**src/logic/gms_pkg.sv**
```systemverilog
package gms_pkg;

   // Register byte offsets on the bus.
   localparam logic [7:0] ADR_CTRL = 8'h00;
   localparam logic [7:0] ADR_MAINS_MAX = 8'h04;
   localparam logic [7:0] ADR_TIE_MAX = 8'h08;
   localparam logic [7:0] ADR_OFFSET = 8'h0c;
   localparam logic [7:0] ADR_STATUS = 8'h10;
   localparam logic [7:0] ADR_EFFECT = 8'h14;

   // Control register fields.
   localparam int CTRL_W = 10;
   localparam int CTRL_MODE_LO = 0;
   localparam int CTRL_AUTO_MAN = 2;
   localparam int CTRL_FAIL_ACT = 3;
   localparam int CTRL_TIE_MANAGED = 4;
   localparam int CTRL_PRECOND = 5;
   localparam int CTRL_AI_VOLT = 6;
   localparam int CTRL_AI_SPEED = 7;
   localparam int CTRL_MAN_SEL_MAINS = 8;
   localparam int CTRL_EXT_SYNC = 9;
   localparam logic [CTRL_W-1:0] CTRL_RST = 10'h000;

   // Status register fields.
   localparam int ST_MAINS_WARN = 0;
   localparam int ST_TIE_ANOM = 1;
   localparam int ST_TIE_ALARM = 2;
   localparam int ST_MAINS_SYNC = 3;
   localparam int ST_TIE_SYNC = 4;
   localparam int ST_SYNCED = 5;
   localparam int ST_SHIFT = 6;
   localparam int ST_HOLD = 7;

   // Offset register layout and limits, in percent.
   localparam int OFS_VOLT_LO = 0;
   localparam int OFS_SPEED_LO = 8;
   localparam int PCT_W = 7;
   localparam logic [PCT_W-1:0] PCT_NOMINAL = 7'h32;
   localparam logic [PCT_W-1:0] PCT_MAX = 7'h64;

   // Timing.
   localparam int TIME_W = 16;
   localparam logic [TIME_W-1:0] TIME_RST = 16'h0000;
   localparam int CLK_PERIOD_NS = 20;
   localparam int SEC_NS = 1000000000;
   localparam int CYC_PER_SEC = SEC_NS / CLK_PERIOD_NS;
   localparam logic [TIME_W-1:0] PERSIST_S = 16'h000a;
   localparam logic [TIME_W-1:0] SHIFT_S = 16'h0002;

   typedef enum logic [1:0] {
      MODE_MAN = 2'h0,
      MODE_AUTO = 2'h1,
      MODE_TEST = 2'h2,
      MODE_REMOTE = 2'h3
   } gms_mode_e;

   typedef enum logic [4:0] {
      S_IDLE = 5'h01,
      S_SYNC = 5'h02,
      S_SHIFT = 5'h04,
      S_HOLD = 5'h08,
      S_UNSYNC = 5'h10
   } gms_state_e;

endpackage : gms_pkg

```
**src/logic/gms_sync3.sv**
```systemverilog
`timescale 1ns/1ns
module gms_sync3 #(
   parameter int N = 1
) (
   // Clock and reset.
   input wire logic sys_clk,
   input wire logic rst,
   // Pins in, filtered levels out.
   input wire logic [N-1:0] pin,
   output logic [N-1:0] level
);

   typedef struct packed {
      logic [N-1:0] f1;
      logic [N-1:0] f2;
      logic [N-1:0] f3;
      logic [N-1:0] o;
   } gms_sync3_s;

   gms_sync3_s q, d;

   initial begin
      if (N < 1) $error("gms_sync3: N must be at least 1.");
   end

   // A change is taken only when the second and third stages agree, so a glitch is dropped.
   always_comb begin
      d = q;
      d.f1 = pin;
      d.f2 = q.f1;
      d.f3 = q.f2;
      for (int i = 0; i < N; i++) begin
         if (q.f2[i] == q.f3[i]) d.o[i] = q.f3[i];
      end
   end

   always_ff @(posedge sys_clk) begin
      if (rst) q <= '0;
      else q <= d;
   end

   assign level = q.o;

endmodule : gms_sync3

```
**src/logic/gms_sec_timer.sv**
```systemverilog
`timescale 1ns/1ns
module gms_sec_timer
   import gms_pkg::*;
#(
   parameter int W = TIME_W
) (
   // Clock and reset.
   input wire logic sys_clk,
   input wire logic rst,
   // Control.
   input wire logic tick,
   input wire logic run,
   input wire logic [W-1:0] limit,
   // Result.
   output logic [W-1:0] elapsed,
   output logic expired
);

   typedef struct packed {
      logic [W-1:0] cnt;
   } gms_tmr_s;

   gms_tmr_s q, d;

   initial begin
      if (W < 2 || W > 31) $error("gms_sec_timer: W out of range.");
   end

   // The count saturates, so a long stall never wraps into a false fresh start.
   always_comb begin
      d = q;
      if (!run) d.cnt = '0;
      else if (tick && q.cnt != {W{1'b1}}) d.cnt = q.cnt + 1'b1;
   end

   always_ff @(posedge sys_clk) begin
      if (rst) q <= '0;
      else q <= d;
   end

   assign elapsed = q.cnt;
   // A zero limit means no supervision.
   assign expired = run && (limit != '0) && (q.cnt >= limit);

endmodule : gms_sec_timer

```
**src/logic/gms_sequencer.sv**
```systemverilog
// Implementation choices: the Wishbone interface to the registers and the placing of the registers.
`timescale 1ns/1ns
// What this block does
// - Request plus preconditions starts internal regulated sync
// - Tie enable output follows tie sync
// - Mains enable output follows mains sync
// - In-progress output covers any sync process
// - Synchronized output only during sync and in-phase
// - Three status bits exposed to logic combiner
// - Auto sync in auto, test, remote, manual-with-flag
// - Ten seconds synchronized unclosed: shift, then retry
// - Per-breaker max time, not in manual, nonzero
// - Mains timeout is always a warning
// - Tie timeout anomaly, plus alarm if managed
// - Manual: no regulation, still report synchronized
// - Offsets 0..100 percent, 50 is nominal
// - Assigned analogue input replaces stored voltage offset
// - Assigned analogue input replaces stored speed offset
// - Manual: close command closes breaker only if synchronism is seen at its rising edge
// - Action 0: keep loads, retry after acknowledge
// - Action 1: open tie, close mains unsynchronized
module gms_sequencer
   import gms_pkg::*;
#(
   parameter int CLK_PER_SEC = CYC_PER_SEC
) (
   // Clock and reset.
   input wire logic sys_clk,
   input wire logic rst,
   // Wishbone slave.
   input wire logic wb_cyc_i,
   input wire logic wb_stb_i,
   input wire logic wb_we_i,
   input wire logic [7:0] wb_adr_i,
   input wire logic [3:0] wb_sel_i,
   input wire logic [31:0] wb_dat_i,
   output logic [31:0] wb_dat_o,
   output logic wb_ack_o,
   // Pins from the plant.
   input wire logic mains_breaker_sync_request_input,
   input wire logic tie_breaker_sync_request_input,
   input wire logic mains_breaker_closed_in,
   input wire logic tie_breaker_closed_in,
   input wire logic manual_close_cmd_in,
   // Measurement logic on this clock.
   input wire logic synchro_check_ok,
   input wire logic [PCT_W-1:0] analogue_voltage_offset_function,
   input wire logic [PCT_W-1:0] analogue_speed_offset_function,
   // Synchronization outputs.
   output logic tie_breaker_sync_enable_output,
   output logic mains_breaker_sync_enable_output,
   output logic sync_in_progress_output,
   output logic synchronized_output,
   // Status bits for the logic combiner.
   output logic mains_breaker_sync_status,
   output logic tie_breaker_sync_status,
   output logic synchronized_detected_status,
   // Regulation.
   output logic regulate_active,
   output logic freq_shift_active,
   output logic [PCT_W-1:0] voltage_offset_pct,
   output logic [PCT_W-1:0] speed_offset_pct,
   // Breaker commands.
   output logic close_mains_cmd,
   output logic close_tie_cmd,
   output logic close_mains_unsync_cmd,
   output logic open_tie_cmd,
   // Anomalies.
   output logic mains_breaker_sync_failure_warning,
   output logic tie_breaker_sync_failure_anomaly,
   output logic tie_breaker_sync_failure_alarm
);

   typedef struct packed {
      gms_state_e st;
      logic sel_mains;
      logic [CTRL_W-1:0] ctrl;
      logic [TIME_W-1:0] mains_max;
      logic [TIME_W-1:0] tie_max;
      logic [PCT_W-1:0] volt_set;
      logic [PCT_W-1:0] speed_set;
      logic [PCT_W-1:0] volt_eff;
      logic [PCT_W-1:0] speed_eff;
      logic mains_warn;
      logic tie_anom;
      logic tie_alarm;
      logic ack;
      logic [31:0] rdat;
      logic man_prev;
      logic close_mains;
      logic close_tie;
      logic [31:0] div;
      logic tick;
   } gms_core_s;

   gms_core_s q, d;

   logic req_m, req_t, closed_m, closed_t, man_cmd;
   logic auto_ok, supervise, start_m, start_t, in_sync, sync_run;
   logic cur_req, cur_closed, timeout, persist_exp, shift_exp;
   logic tmr_m_exp, tmr_t_exp;
   logic [TIME_W-1:0] tmr_m_el, tmr_t_el;

   initial begin
      if (CLK_PER_SEC < 2) $error("gms_sequencer: CLK_PER_SEC must be at least 2.");
   end

   function automatic logic [31:0] wmerge(input logic [31:0] old, input logic [31:0] dat, input logic [3:0] sel);
      logic [31:0] r;
      r = old;
      for (int b = 0; b < 4; b++) begin
         if (sel[b]) r[b*8 +: 8] = dat[b*8 +: 8];
      end
      return r;
   endfunction : wmerge

   function automatic logic [PCT_W-1:0] clamp_pct(input logic [PCT_W-1:0] v);
      return (v > PCT_MAX) ? PCT_MAX : v;
   endfunction : clamp_pct

   ////////////////////////////////////////////////////////////////////////////
   gms_sync3 #(.N(5)) u_pins (
      .sys_clk(sys_clk),
      .rst(rst),
      .pin({mains_breaker_sync_request_input, tie_breaker_sync_request_input,
            mains_breaker_closed_in, tie_breaker_closed_in, manual_close_cmd_in}),
      .level({req_m, req_t, closed_m, closed_t, man_cmd})
   );

   assign in_sync = (q.st == S_SYNC) || (q.st == S_SHIFT);
   assign sync_run = in_sync && !q.ctrl[CTRL_EXT_SYNC] && synchro_check_ok && (q.st == S_SYNC);

   gms_sec_timer u_tmr_mains (.sys_clk(sys_clk), .rst(rst), .tick(q.tick), .run(in_sync && q.sel_mains),
      .limit(q.mains_max), .elapsed(tmr_m_el), .expired(tmr_m_exp));
   gms_sec_timer u_tmr_tie (.sys_clk(sys_clk), .rst(rst), .tick(q.tick), .run(in_sync && !q.sel_mains),
      .limit(q.tie_max), .elapsed(tmr_t_el), .expired(tmr_t_exp));
   gms_sec_timer u_tmr_persist (.sys_clk(sys_clk), .rst(rst), .tick(q.tick), .run(sync_run),
      .limit(PERSIST_S), .elapsed(), .expired(persist_exp));
   // The shift phase has a fixed length, long enough for an outside synchro-check to see slip.
   gms_sec_timer u_tmr_shift (.sys_clk(sys_clk), .rst(rst), .tick(q.tick), .run(q.st == S_SHIFT),
      .limit(SHIFT_S), .elapsed(), .expired(shift_exp));

   ////////////////////////////////////////////////////////////////////////////
   assign auto_ok = (gms_mode_e'(q.ctrl[CTRL_MODE_LO +: 2]) != MODE_MAN) || q.ctrl[CTRL_AUTO_MAN];
   assign supervise = gms_mode_e'(q.ctrl[CTRL_MODE_LO +: 2]) != MODE_MAN;
   // A latched failure blocks a fresh start until software acknowledges it.
   assign start_m = req_m && q.ctrl[CTRL_PRECOND] && auto_ok && !q.mains_warn && !closed_m;
   assign start_t = req_t && q.ctrl[CTRL_PRECOND] && auto_ok && !q.tie_anom && !closed_t;
   assign cur_req = q.sel_mains ? req_m : req_t;
   assign cur_closed = q.sel_mains ? closed_m : closed_t;
   assign timeout = supervise && (q.sel_mains ? tmr_m_exp : tmr_t_exp);

   always_comb begin
      d = q;
      d.ack = 1'b0;
      d.close_mains = 1'b0;
      d.close_tie = 1'b0;
      d.man_prev = man_cmd;
      d.tick = 1'b0;
      if (q.div == 32'(CLK_PER_SEC - 1)) begin
         d.div = '0;
         d.tick = 1'b1;
      end else begin
         d.div = q.div + 32'h1;
      end
      d.volt_eff = q.ctrl[CTRL_AI_VOLT] ? clamp_pct(analogue_voltage_offset_function) : q.volt_set;
      d.speed_eff = q.ctrl[CTRL_AI_SPEED] ? clamp_pct(analogue_speed_offset_function) : q.speed_set;

      // Bus first, so an anomaly raised below in the same cycle wins over the acknowledge.
      if (wb_cyc_i && wb_stb_i && !q.ack) begin
         d.ack = 1'b1;
         d.rdat = '0;
         if (wb_we_i) begin
            case (wb_adr_i)
               ADR_CTRL: d.ctrl = CTRL_W'(wmerge(32'(q.ctrl), wb_dat_i, wb_sel_i));
               ADR_MAINS_MAX: d.mains_max = TIME_W'(wmerge(32'(q.mains_max), wb_dat_i, wb_sel_i));
               ADR_TIE_MAX: d.tie_max = TIME_W'(wmerge(32'(q.tie_max), wb_dat_i, wb_sel_i));
               ADR_OFFSET: begin
                  if (wb_sel_i[0]) d.volt_set = clamp_pct(wb_dat_i[OFS_VOLT_LO +: PCT_W]);
                  if (wb_sel_i[1]) d.speed_set = clamp_pct(wb_dat_i[OFS_SPEED_LO +: PCT_W]);
               end
               ADR_STATUS: begin
                  if (wb_sel_i[0] && wb_dat_i[ST_MAINS_WARN]) d.mains_warn = 1'b0;
                  if (wb_sel_i[0] && wb_dat_i[ST_TIE_ANOM]) begin
                     d.tie_anom = 1'b0;
                     d.tie_alarm = 1'b0;
                  end
               end
               default: ;
            endcase
         end else begin
            case (wb_adr_i)
               ADR_CTRL: d.rdat = 32'(q.ctrl);
               ADR_MAINS_MAX: d.rdat = 32'(q.mains_max);
               ADR_TIE_MAX: d.rdat = 32'(q.tie_max);
               ADR_OFFSET: d.rdat = {16'h0000, 1'b0, q.speed_set, 1'b0, q.volt_set};
               ADR_STATUS: d.rdat = {24'h000000, q.st == S_HOLD, q.st == S_SHIFT, synchro_check_ok,
                                     in_sync && !q.sel_mains, in_sync && q.sel_mains,
                                     q.tie_alarm, q.tie_anom, q.mains_warn};
               ADR_EFFECT: d.rdat = {16'h0000, 1'b0, q.speed_eff, 1'b0, q.volt_eff};
               default: d.rdat = '0;
            endcase
         end
      end

      // Manual mode: the operator's close command acts only if synchronism is seen at its rising edge.
      if (!auto_ok && man_cmd && !q.man_prev && synchro_check_ok) begin
         d.close_mains = q.ctrl[CTRL_MAN_SEL_MAINS];
         d.close_tie = !q.ctrl[CTRL_MAN_SEL_MAINS];
      end

      case (q.st)
         S_IDLE: begin
            if (start_m) begin
               d.st = S_SYNC;
               d.sel_mains = 1'b1;
            end else if (start_t) begin
               d.st = S_SYNC;
               d.sel_mains = 1'b0;
            end
         end
         S_SYNC, S_SHIFT: begin
            if (cur_closed || !cur_req || !auto_ok) begin
               d.st = S_IDLE;
            end else if (timeout) begin
               if (q.sel_mains) begin
                  d.mains_warn = 1'b1;
                  d.st = q.ctrl[CTRL_FAIL_ACT] ? S_UNSYNC : S_HOLD;
               end else begin
                  d.tie_anom = 1'b1;
                  d.tie_alarm = q.ctrl[CTRL_TIE_MANAGED];
                  d.st = S_IDLE;
               end
            end else if (q.st == S_SYNC && persist_exp) begin
               d.st = S_SHIFT;
            end else if (q.st == S_SHIFT && shift_exp) begin
               d.st = S_SYNC;
            end
         end
         S_HOLD: begin
            // Loads stay on the generators until the warning is acknowledged or the mains request drops.
            if (!q.mains_warn || !req_m) d.st = S_IDLE;
         end
         S_UNSYNC: begin
            // The tie request, if still present, restarts a synchronized tie close from idle.
            if (closed_m) d.st = S_IDLE;
         end
         default: d.st = S_IDLE;
      endcase
   end

   always_ff @(posedge sys_clk) begin
      if (rst) begin
         q <= '0;
         q.st <= S_IDLE;
         q.ctrl <= CTRL_RST;
         q.mains_max <= TIME_RST;
         q.tie_max <= TIME_RST;
         q.volt_set <= PCT_NOMINAL;
         q.speed_set <= PCT_NOMINAL;
         q.volt_eff <= PCT_NOMINAL;
         q.speed_eff <= PCT_NOMINAL;
      end else begin
         q <= d;
      end
   end

   ////////////////////////////////////////////////////////////////////////////
   assign wb_ack_o = q.ack;
   assign wb_dat_o = q.rdat;
   assign mains_breaker_sync_enable_output = in_sync && q.sel_mains;
   assign tie_breaker_sync_enable_output = in_sync && !q.sel_mains;
   assign sync_in_progress_output = in_sync;
   // Drops five cycles after the breaker closes, once the filtered closed input ends the process; closing logic has to latch it.
   assign synchronized_output = in_sync && synchro_check_ok;
   assign mains_breaker_sync_status = mains_breaker_sync_enable_output;
   assign tie_breaker_sync_status = tie_breaker_sync_enable_output;
   assign synchronized_detected_status = synchro_check_ok;
   assign regulate_active = q.st == S_SYNC;
   assign freq_shift_active = q.st == S_SHIFT;
   assign voltage_offset_pct = q.volt_eff;
   assign speed_offset_pct = q.speed_eff;
   assign close_mains_cmd = q.close_mains;
   assign close_tie_cmd = q.close_tie;
   assign open_tie_cmd = (q.st == S_UNSYNC) && closed_t;
   assign close_mains_unsync_cmd = (q.st == S_UNSYNC) && !closed_t && !closed_m;
   assign mains_breaker_sync_failure_warning = q.mains_warn;
   assign tie_breaker_sync_failure_anomaly = q.tie_anom;
   assign tie_breaker_sync_failure_alarm = q.tie_alarm;
endmodule : gms_sequencer

```
**config.mk**
```make
export PLATFORM = sky130hd
export DESIGN_NAME = gms_sequencer
export DESIGN_NICKNAME = d
export VERILOG_FILES = /design/src/logic/gms_pkg.sv /design/src/logic/gms_sync3.sv /design/src/logic/gms_sec_timer.sv /design/src/logic/gms_sequencer.sv
export SDC_FILE = /design/constraint.sdc
export NUM_CORES = 1
export LEC_CHECK = 0
export BUFFER_PORTS_ARGS = -buffer_cell sky130_fd_sc_hd__buf_2
export CAP_MARGIN = 20
export CORE_UTILIZATION = 60
export DETAILED_ROUTE_END_ITERATION = 10
export GPL_TIMING_DRIVEN = 1
export PLACE_DENSITY = 0.82
export SLEW_MARGIN = 20
export SYNTH_ARGS = -nofsm -noshare
export SYNTH_HDL_FRONTEND = slang
export SYNTH_HIERARCHICAL = 1
export SYNTH_SLANG_ARGS = --single-unit
```
**constraint.sdc**
```tcl
create_clock -name sys_clk -period 2.8 [get_ports sys_clk]
set_input_delay 0.56 -clock sys_clk [delete_from_list [all_inputs] [get_ports sys_clk]]
set_output_delay 0.56 -clock sys_clk [all_outputs]
set_load 0.005 [all_outputs]
```
; Word-level counts from Yosys, hierarchy flattened
; Cells that the tools add are included.
[word_totals]
reg_bits = 232
latch_bits = 0
ram_bits = 0
mem_bits_ro = 0
in_bits = 69
out_inout_bits = 63
memories = 0
[classes]
addsub = 5
n_mul = 0
n_div = 0
order_cmp = 8
eq_ne = 24
shifts = 0
n_mux = 33
bitwise = 5
reduce_logical = 76
[op_table]
columns = operator, n
row1 = $pmux 16 s6, 1
row2 = $add 16x1->16 const B, 4
row3 = $ne 16x16->1 const B, 4
row4 = $mux 7, 6
row5 = $mux 5, 8
row6 = $logic_and 1x1->1, 37
row7 = $mux 36, 1
row8 = $reduce_and 4->1, 9
row9 = $add 32x1->32 const B, 1
row10 = $eq 32x26->1 const B, 1
row11 = $ge 16x16->1, 2
row12 = $reduce_bool 16->1, 2
row13 = $gt 7x7->1 const B, 4
row14 = $pmux 5 s4, 1
row15 = $eq 8x4->1 const B, 2
row16 = $eq 8x5->1 const B, 2
row17 = $ge 16x2->1 const B, 1
row18 = $ge 16x4->1 const B, 1
row19 = $mux 16, 1
row20 = $mux 3, 5
row21 = $reduce_or 2->1, 7
row22 = $logic_not 1->1, 12
row23 = $mux 6, 2
row24 = $eq 8x3->1 const B, 1
row25 = 16 further kinds, 36

; Depth between registers and ports, before layout
; Gate-level depths: netlist of run 1.
[logic_depth]
ltp_word = 11
ltp_mapped = 11

; Modules after synthesis
; Netlist of run 1, hierarchy kept.
[by_module_without_submodules]
columns = module, n_inst, cells_per_inst, area_per_inst_um2, seq_area_each_um2
row1 = gms_sequencer, 1, 762, 6515.0, 2642.5
row2 = gms_sec_timer at u_tmr_mains ..., 3, 165, 1276.2, 320.3
row3 = gms_sec_timer at u_tmr_tie, 1, 163, 1273.7, 320.3
row4 = gms_sync3, 1, 57, 679.4, 400.4

; Worst setup path before layout of run 1
; Ideal clock, no wire load.
[synth_path]
path_type = reg-to-reg
startpoint = reg q[146] (netlist bit)
endpoint = reg u_tmr_tie.q, in the netlist u_tmr_tie/elapsed[11]
setup_time_ns = 0.101
t_arrival_ns = 2.128
t_required_ns = 2.699
setup_slack_ns = 0.571
stages_incl_launch_ff = 7
cell_sequence = dfxtp_1 -> or3_1 -> nor3b_1 -> nor2b_1 -> clkbuf_1 -> o311ai_0 -> o41ai_1
[synth_via]
elab_chain_cells = 5
word_cells_on_any_way = 6
[synth_rtl]
columns = element, line_no
row1 = start: declaration, gms_sequencer.sv:96  ; gms_core_s q, d;
row2 = $eq 5x2->1 or $eq 5x3->1 (tied branches), gms_sequencer.sv:130  ; assign in_sync = (q.st == S_SYNC) || (q.st == S_SHIFT);
row3 = $logic_or 1x1->1 *, gms_sequencer.sv:130
row4 = $logic_and 1x1->1 *, n/a
row5 = named net tie_breaker_sync_enable_output, gms_sequencer.sv:50  ; output logic tie_breaker_sync_enable_output,
row6 = $not 1->1 (no line) *, n/a
row7 = $reduce_or 2->1 (no line) *, n/a
row8 = end signal: assignment, gms_sec_timer.sv:37  ; if (rst) q <= '0;
row9 = end signal: assignment, gms_sec_timer.sv:38  ; else q <= d;
row10 = end: declaration, gms_sec_timer.sv:23  ; gms_tmr_s q, d;
; Mark *: on every way through the listed nets, which the timed path passes. The rest lies on a longest branch.
; A chain may end at the register's enable or synchronous reset.

; Worst setup path after layout of run 1
[layout_path]
startpoint = reg q[146] (netlist bit)
endpoint = out sync_in_progress_output
[layout_via]
elab_chain_cells = 2
word_cells_on_any_way = 3
[layout_rtl]
columns = element, line_no
row1 = $eq 5x2->1 or $eq 5x3->1 (tied branches), gms_sequencer.sv:130
row2 = $logic_or 1x1->1 *, gms_sequencer.sv:130
row3 = end: declaration, gms_sequencer.sv:52  ; output logic sync_in_progress_output,
; Every way passes the cells marked *; elsewhere a longest branch is shown, timed or not.

==> flow_summary_export.csv, run 1 <==
group,metric,value,unit
worst_setup_path,startpoint_type,"flop",
layout,stdcell_count,1888,
worst_setup_path,path_max_fanout,7,
logic_synthesis,synth_edf_count,0,
route,drtAntennaViolNets,0,
layout,drive_gt1_share,14.4,%
cts,cts.sinks,216,
sta,tns,0,ps
cts,cts-buffers-inserted,24,
cts,clockBufferDepth,3,
power,leakagePower,5.35,nW
cts,path_clk_slew,60,ps
floorplanning,start_util,61.0,%
logic_synthesis,async_reset_ff_share,0,%
floorplanning,die_h,145,um
placed_design,dp_hpwl,22.7,mm
floorplanning,die_w,145,um
logic_synthesis,synthFlopType,"dfxtp_1",
power,p_clk_share,48.4,%
power,switching_power,1.60,mW
sta,setup_viol,0,
power,intPower,5.30,mW
sta,tightest_slew,846,ps
route,firstDrtPassIters,5,
logic_synthesis,synthTopCellsByArea,"dfxtp_1 35%, ha_1 7.0%, mux2i_1 5.4%, a21oi_1 4.8%, nand2_1 4.4%",
worst_setup_path,slowest_delay,470,ps
cts,cts_max_level,1,
sta,rsz0062_at_grt,"false",
status,status,"complete, no violations",
placed_design,place_congestion,0.947,
placed_design,io_buffers,97,
logic_synthesis,yosysTopAreaCellShare,35.2,%
cts,cts_tree,"built",
worst_setup_path,worstPathArrival,1980,ps
layout,final_util,68.5,%
route,drc,0,
sta,skew,10.2,ps
grt,grt_first_pass_wirelength,49.9,mm
logic_synthesis,synth_seq_cells,216,
logic_synthesis,syn-instance-count,1477,
grt,grt_start_max_net_pins,38,
cts,ctsResizeCount,0,
power,ir_worst_vdd,0.329,mV
floorplanning,core_area,0.0202,sq mm
worst_setup_path,cpMaxStageDelayCell,"or3_1",
logic_synthesis,post-synth-top-area-cell,"dfxtp_1",
route,avgRoutedWirePerCell,16.4,um
route,dr.first_iter.drc_count,851,
power,pwr-share-seq,45.4,%
worst_hold_path,hp-class,"in2reg",
route,drt_wl_total,31.0,mm
sta,maxSlewViolCount,0,
logic_synthesis,ys_warn_count,6,
cts,cts_hold_buf,0,
sta,slew_headroom,43.1,%
logic_synthesis,postSynthAreaPerCell,8.33,sq um
logic_synthesis,synth_area,0.0123,sq mm
power,p_comb_share,6.2,%
flow_run,max-cap-violations,0,
floorplanning,row_count,52,
worst_setup_path,endpoint_kind,"primary output",
sta,min_period,2540,ps
cts,cts_root_buf,"clkbuf_16",
worst_setup_path,path_class,"reg2out",
sta,fmax,393,MHz
placed_design,dpl.cell_count,1841,
layout,synthToLayoutAreaGrowth,12.3,%
sta,finalHoldViolations,0,
sta,fin_crit_sh,90.9,%
route,dr_total_vias,11100,
layout,final_nets,1735,
worst_setup_path,crit_path_cell_trace,"or3_1, a21oi_1, buf_2",
grt,antenna_found_initial,4,
cts,post_cts_buffers,0,
logic_synthesis,ys_types,83,
floorplanning,die_area,0.0211,sq mm
power,swShare,23.2,%
grt,grt_pass1_vias,10200,
grt,grt_usage,28.7,%
worst_setup_path,reg2reg_setup_slack,280,ps
power,cellPowerDensity,499,mW/mm^2
route,viasPerCell,5.90,
power,finalPower,6.90,mW
logic_synthesis,synth-seq-area-share,35.2,%
floorplanning,ios,132,
worst_setup_path,required,2240,ps
grt,gr-total-overflow,0,
cts,clock_latency,520,ps
final cells by class:
class,count,area [sq um]
antenna,3,7.51
multi-input combinational,1150,7310
tap,270,338
clock inverter,12,143
inverter,84,315
clock buffer,32,702
fill,1640,6360
sequential,216,4320
timing repair buffer,121,668
worst paths after layout:
path	cells after the start	end	from
max	3	sync_in_progress_output	q[146]
max reg2reg	11	q[144]	u_tmr_mains/elapsed[0]
min reg2reg	1	u_pins/d[7]	u_pins/d[12]
min	2	u_pins/d[11]	tie_breaker_closed_in
kinds of logic after synthesis:
family | after synthesis | share of synthesized area [%]
compound gates | 302 | 15.4
xor+xnor | 22 | 1.57
fa+ha+maj | 69 | 7.02
buf+inv | 189 | 7.76
flops | 216 | 35.2
mux | 75 | 6.75
other cells | 2 | 0.0611
simple gates | 602 | 26.3
routing by layer:
layer  GRT usage [%]  up-vias  share of wire [%]
li1                -     5445                  -
met1            36.5     5218                 41
met2            47.6      401                 48
met3            5.88       77                7.3
met4            11.3        4                3.5
met5               0        -              0.071
stage by stage:
stage          setup WS, ps  hold WS [ps]  cell area, sq um
5_1_grt                 145           239             13800
2_1_floorplan           571           415             12600
4_1_cts                 259           239             13800
3_3_place_gp            386           420             13000
3_5_place_dp            347           431             13000
6_report                256           247             13800
synthesized netlist by cell type (all sizes together), types with 7 or more instances:
master	number
dfxtp	216
nand2	145
nor2	130
a21oi	125
inv	83
ha	69
buf	66
mux2i	66
nand3	65
o21ai	64
nor3	47
clkbuf	39
nand4	38
and3	28
nand2b	25
nor4	25
nor2b	23
or3	19
a211oi	14
xor2	13
and4	12
o31ai	12
a2111o	11
a22oi	11
or4	11
xnor2	9
a21boi	8
o41ai	8
a31oi	7
and2	7
o22ai	7
o311ai	7
power groups by stage:
stage,combinational (mW),sequential [mW],clock [mW]
after floorplan,0.291,3.19,0
after global placement,0.404,3.20,0
after detailed placement,0.412,3.20,0
after CTS,0.414,3.13,3.39
after global routing,0.470,3.13,3.53
final,0.425,3.13,3.34
critical path, delay by kind of cell, from the launching register on:
| kind | cells | cell delay (ps) |
|---|---|---|
| simple gates | 1 | 470 |
| buf+inv | 1 | 220 |
| compound gates | 1 | 420 |
| flops | 1 | 360 |
state kept, by name, indices dropped and copies added, names as in the netlist, 5 cells and up:
| register | count |
|---|---|
| u_pins/q | 5 |
| u_tmr_mains/elapsed | 16 |
| q | 96 |
| voltage_offset_pct | 7 |
| u_tmr_persist/elapsed | 16 |
| speed_offset_pct | 7 |
| u_pins/level | 5 |
| wb_dat_o | 16 |
| u_pins/d | 10 |
| u_tmr_shift/elapsed | 16 |
| u_tmr_tie/elapsed | 16 |
layout by cell type (no fill, tap or decap), types with 14 or more instances in the layout:
cell,count
dfxtp_1,216
nand2_1,144
nor2_1,127
a21oi_1,118
buf_2,96
inv_1,83
conb_1,80
ha_1,69
mux2i_1,66
o21ai_0,59
nand3_1,57
nor3_1,46
nand4_1,36
nand2b_1,25
clkbuf_16,25
buf_4,25
and3_1,21
nor4_1,21
or3_1,19
nor2b_2,15
a211oi_1,14
(Power assumes the default switching activity.)
==> run 2: changes to the inputs <==
--- a/config.mk
+++ b/config.mk
@@ -7,10 +7,10 @@
 export LEC_CHECK = 0
 export BUFFER_PORTS_ARGS = -buffer_cell sky130_fd_sc_hd__buf_2
 export CAP_MARGIN = 20
-export CORE_UTILIZATION = 60
+export CORE_UTILIZATION = 54
 export DETAILED_ROUTE_END_ITERATION = 10
 export GPL_TIMING_DRIVEN = 1
-export PLACE_DENSITY = 0.82
+export PLACE_DENSITY = 0.78
 export SLEW_MARGIN = 20
 export SYNTH_ARGS = -nofsm -noshare
 export SYNTH_HDL_FRONTEND = slang
==> constraint.sdc (replaced) <==
create_clock -name sys_clk -period 2.09 [get_ports sys_clk]
set_input_delay 0.418 -clock sys_clk [delete_from_list [all_inputs] [get_ports sys_clk]]
set_output_delay 0.418 -clock sys_clk [all_outputs]
set_load 0.005 [all_outputs]
==> run 2 against run 1 <==
Effect of this change:
- critical path type is now reg2reg
- via count rose by 5.3%
- total power increased by 47%
- non-clock buffer count grew 113
- die area increased by 11%
- clock skew rose by 19 ps
- sequential power grew 34%
- sequential share of layout area is 2.6 points lower
- clock-buffer cell count decreased by 1
- critical path depth grew 8
- the flow now finishes with violations (negative setup slack)
- wire length increased by 9.5%
==> flow_summary_export.csv, run 2 (synthesis gave the netlist of run 1 again) <==
group,metric,value,unit
layout,synthToLayoutAreaGrowth,22.6,%
layout,ff_latch_area,0.00433,sq mm
worst_setup_path,cp_common_cell,"a21oi_2",
flow_run,max-cap-violations,0,
layout,drive_gt1_share,22.7,%
grt,grt_pass1_vias,11000,
sta,setup_viol,11,
cts,clock_latency,540,ps
status,status,"complete, but fails checks",
route,viasPerCell,5.82,
sta,tightest_slew,590,ps
layout,fillers,1756,
placed_design,placed_area,0.0138,sq mm
worst_setup_path,required,2480,ps
worst_setup_path,startpoint_type,"flop",
layout,final_common_cell,"dfxtp_1",
power,finalPower,10.1,mW
layout,top_register,"q",
worst_setup_path,endpoint_kind,"flop",
sta,min_period,2210,ps
worst_setup_path,worstPathArrival,2610,ps
layout,final_nets,1850,
layout,multiInputGateArea,0.00752,sq mm
cts,cts_root_buf,"clkbuf_16",
route,firstDrtPassIters,5,
cts,path_clk_slew,60,ps
cts,clockBufferDepth,3,
worst_setup_path,reg2reg_depth,11,
sta,tns,-644,ps
sta,fin_ws,-122,ps
placed_design,place_congestion,0.943,
power,leakagePower,6.07,nW
placed_design,io_buffers,97,
worst_setup_path,path_max_fanout,3,
sta,rsz0062_at_grt,"true",
cts,cts-buffers-inserted,26,
sta,fin_crit_sh,106,%
route,avgRoutedWirePerCell,16.8,um
route,drc,0,
floorplanning,die_h,153,um
cts,cts.sinks,216,
floorplanning,row_count,54,
cts,cts_tree,"built",
floorplanning,start_util,55.7,%
sta,fmax,452,MHz
sta,whs,80.8,ps
grt,gr-total-overflow,0,
sta,slew_headroom,59.5,%
worst_setup_path,path_class,"reg2reg",
grt,grt_start_max_net_pins,36,
route,dr_total_vias,11700,
route,dr.first_iter.drc_count,877,
placed_design,dp_hpwl,25.1,mm
floorplanning,die_area,0.0234,sq mm
sta,skew,29.7,ps
layout,layout_common_cells,"209 x dfxtp_1, 144 x nand2_1, 133 x buf_4, 123 x nor2_1, 115 x a21oi_1",
worst_hold_path,hp-class,"in2reg",
sta,maxSlewViolCount,0,
layout,fin_area,0.0151,sq mm
route,drtAntennaViolNets,0,
worst_setup_path,crit_path_cell_trace,"inv_1, ha_1, a21oi_1, o21ai_1, a21oi_2, o22ai_2, a2bb2oi_1, a22o_1, nand4_1, a21oi_2, nor3_1",
floorplanning,die_w,153,um
grt,grt_usage,28.3,%
status,violations,"negative setup slack",
sta,finalHoldViolations,0,
grt,grt_first_pass_wirelength,54.2,mm
layout,largest_reg_flops,96,
floorplanning,ios,132,
layout,final_util,68.2,%
power,cellPowerDensity,671,mW/mm^2
floorplanning,core_area,0.0221,sq mm
cts,cts_max_level,1,
cts,cts_hold_buf,0,
route,drt_wl_total,33.9,mm
worst_hold_path,whs_path_depth,2,
worst_setup_path,slowest_delay,370,ps
grt,antenna_found_initial,7,
power,ir_worst_vdd,0.548,mV
worst_setup_path,cpMaxStageDelayCell,"dfxtp_1",
run 2: worst paths after layout:
path / start / end / slack, ps
max: q[127] / q[144] / -120
max reg2reg: q[127] / q[144] / -120
min: tie_breaker_closed_in / u_pins/d[11] / 80
min reg2reg: u_pins/d[14] / u_pins/d[9] / 440
run 2: critical path, delay by kind of cell (launching register included):
family	cells	cell delay [ps]
adder cells (fa/ha/maj)	1	320
buffers and inverters	1	70
AND/OR/NAND/NOR	2	160
AO/OA/AOI/OAI	7	1150
flip-flops	1	370
run 2: cell type report:
cell class              count  share of cell area [%]
diodes                      6                  0.0996
clock buffers              31                    4.71
clock inverters            17                    1.86
inverters                  84                    2.09
multi-input cells        1150                    49.9
flip-flops and latches    216                    28.7
well taps                 280                    2.32
repair buffers            234                    10.3
run 2: what timing repair did:
item	in CTS	in global routing
buffers inserted	6	4
gates resized for setup	27	27
setup endpoints to repair	16	32
pin swaps	20	10
run 2: where the power goes:
group,leakage [nW],internal (mW),total (mW),switching [mW]
registers,1.75,4.16,4.19,0.0294
logic,3.84,0.338,0.800,0.462
clock network,0.490,3.29,5.13,1.84
run 2: metrics by stage:
step | instances | setup WS (ps)
floorplan | 1555 | 4.73
finish | 2018 | -122
global route | 2016 | -207
global placement | 1954 | -176
CTS | 2008 | -109
detailed placement | 1954 | -169
run 2: routing by layer:
layer	part of all wire [%]	wire, um	track usage, %
met2	47	16000	48.1
met1	42	14400	35.6
met3	6.7	2270	4.82
met4	3.6	1220	11.2
met5	0.083	28	0
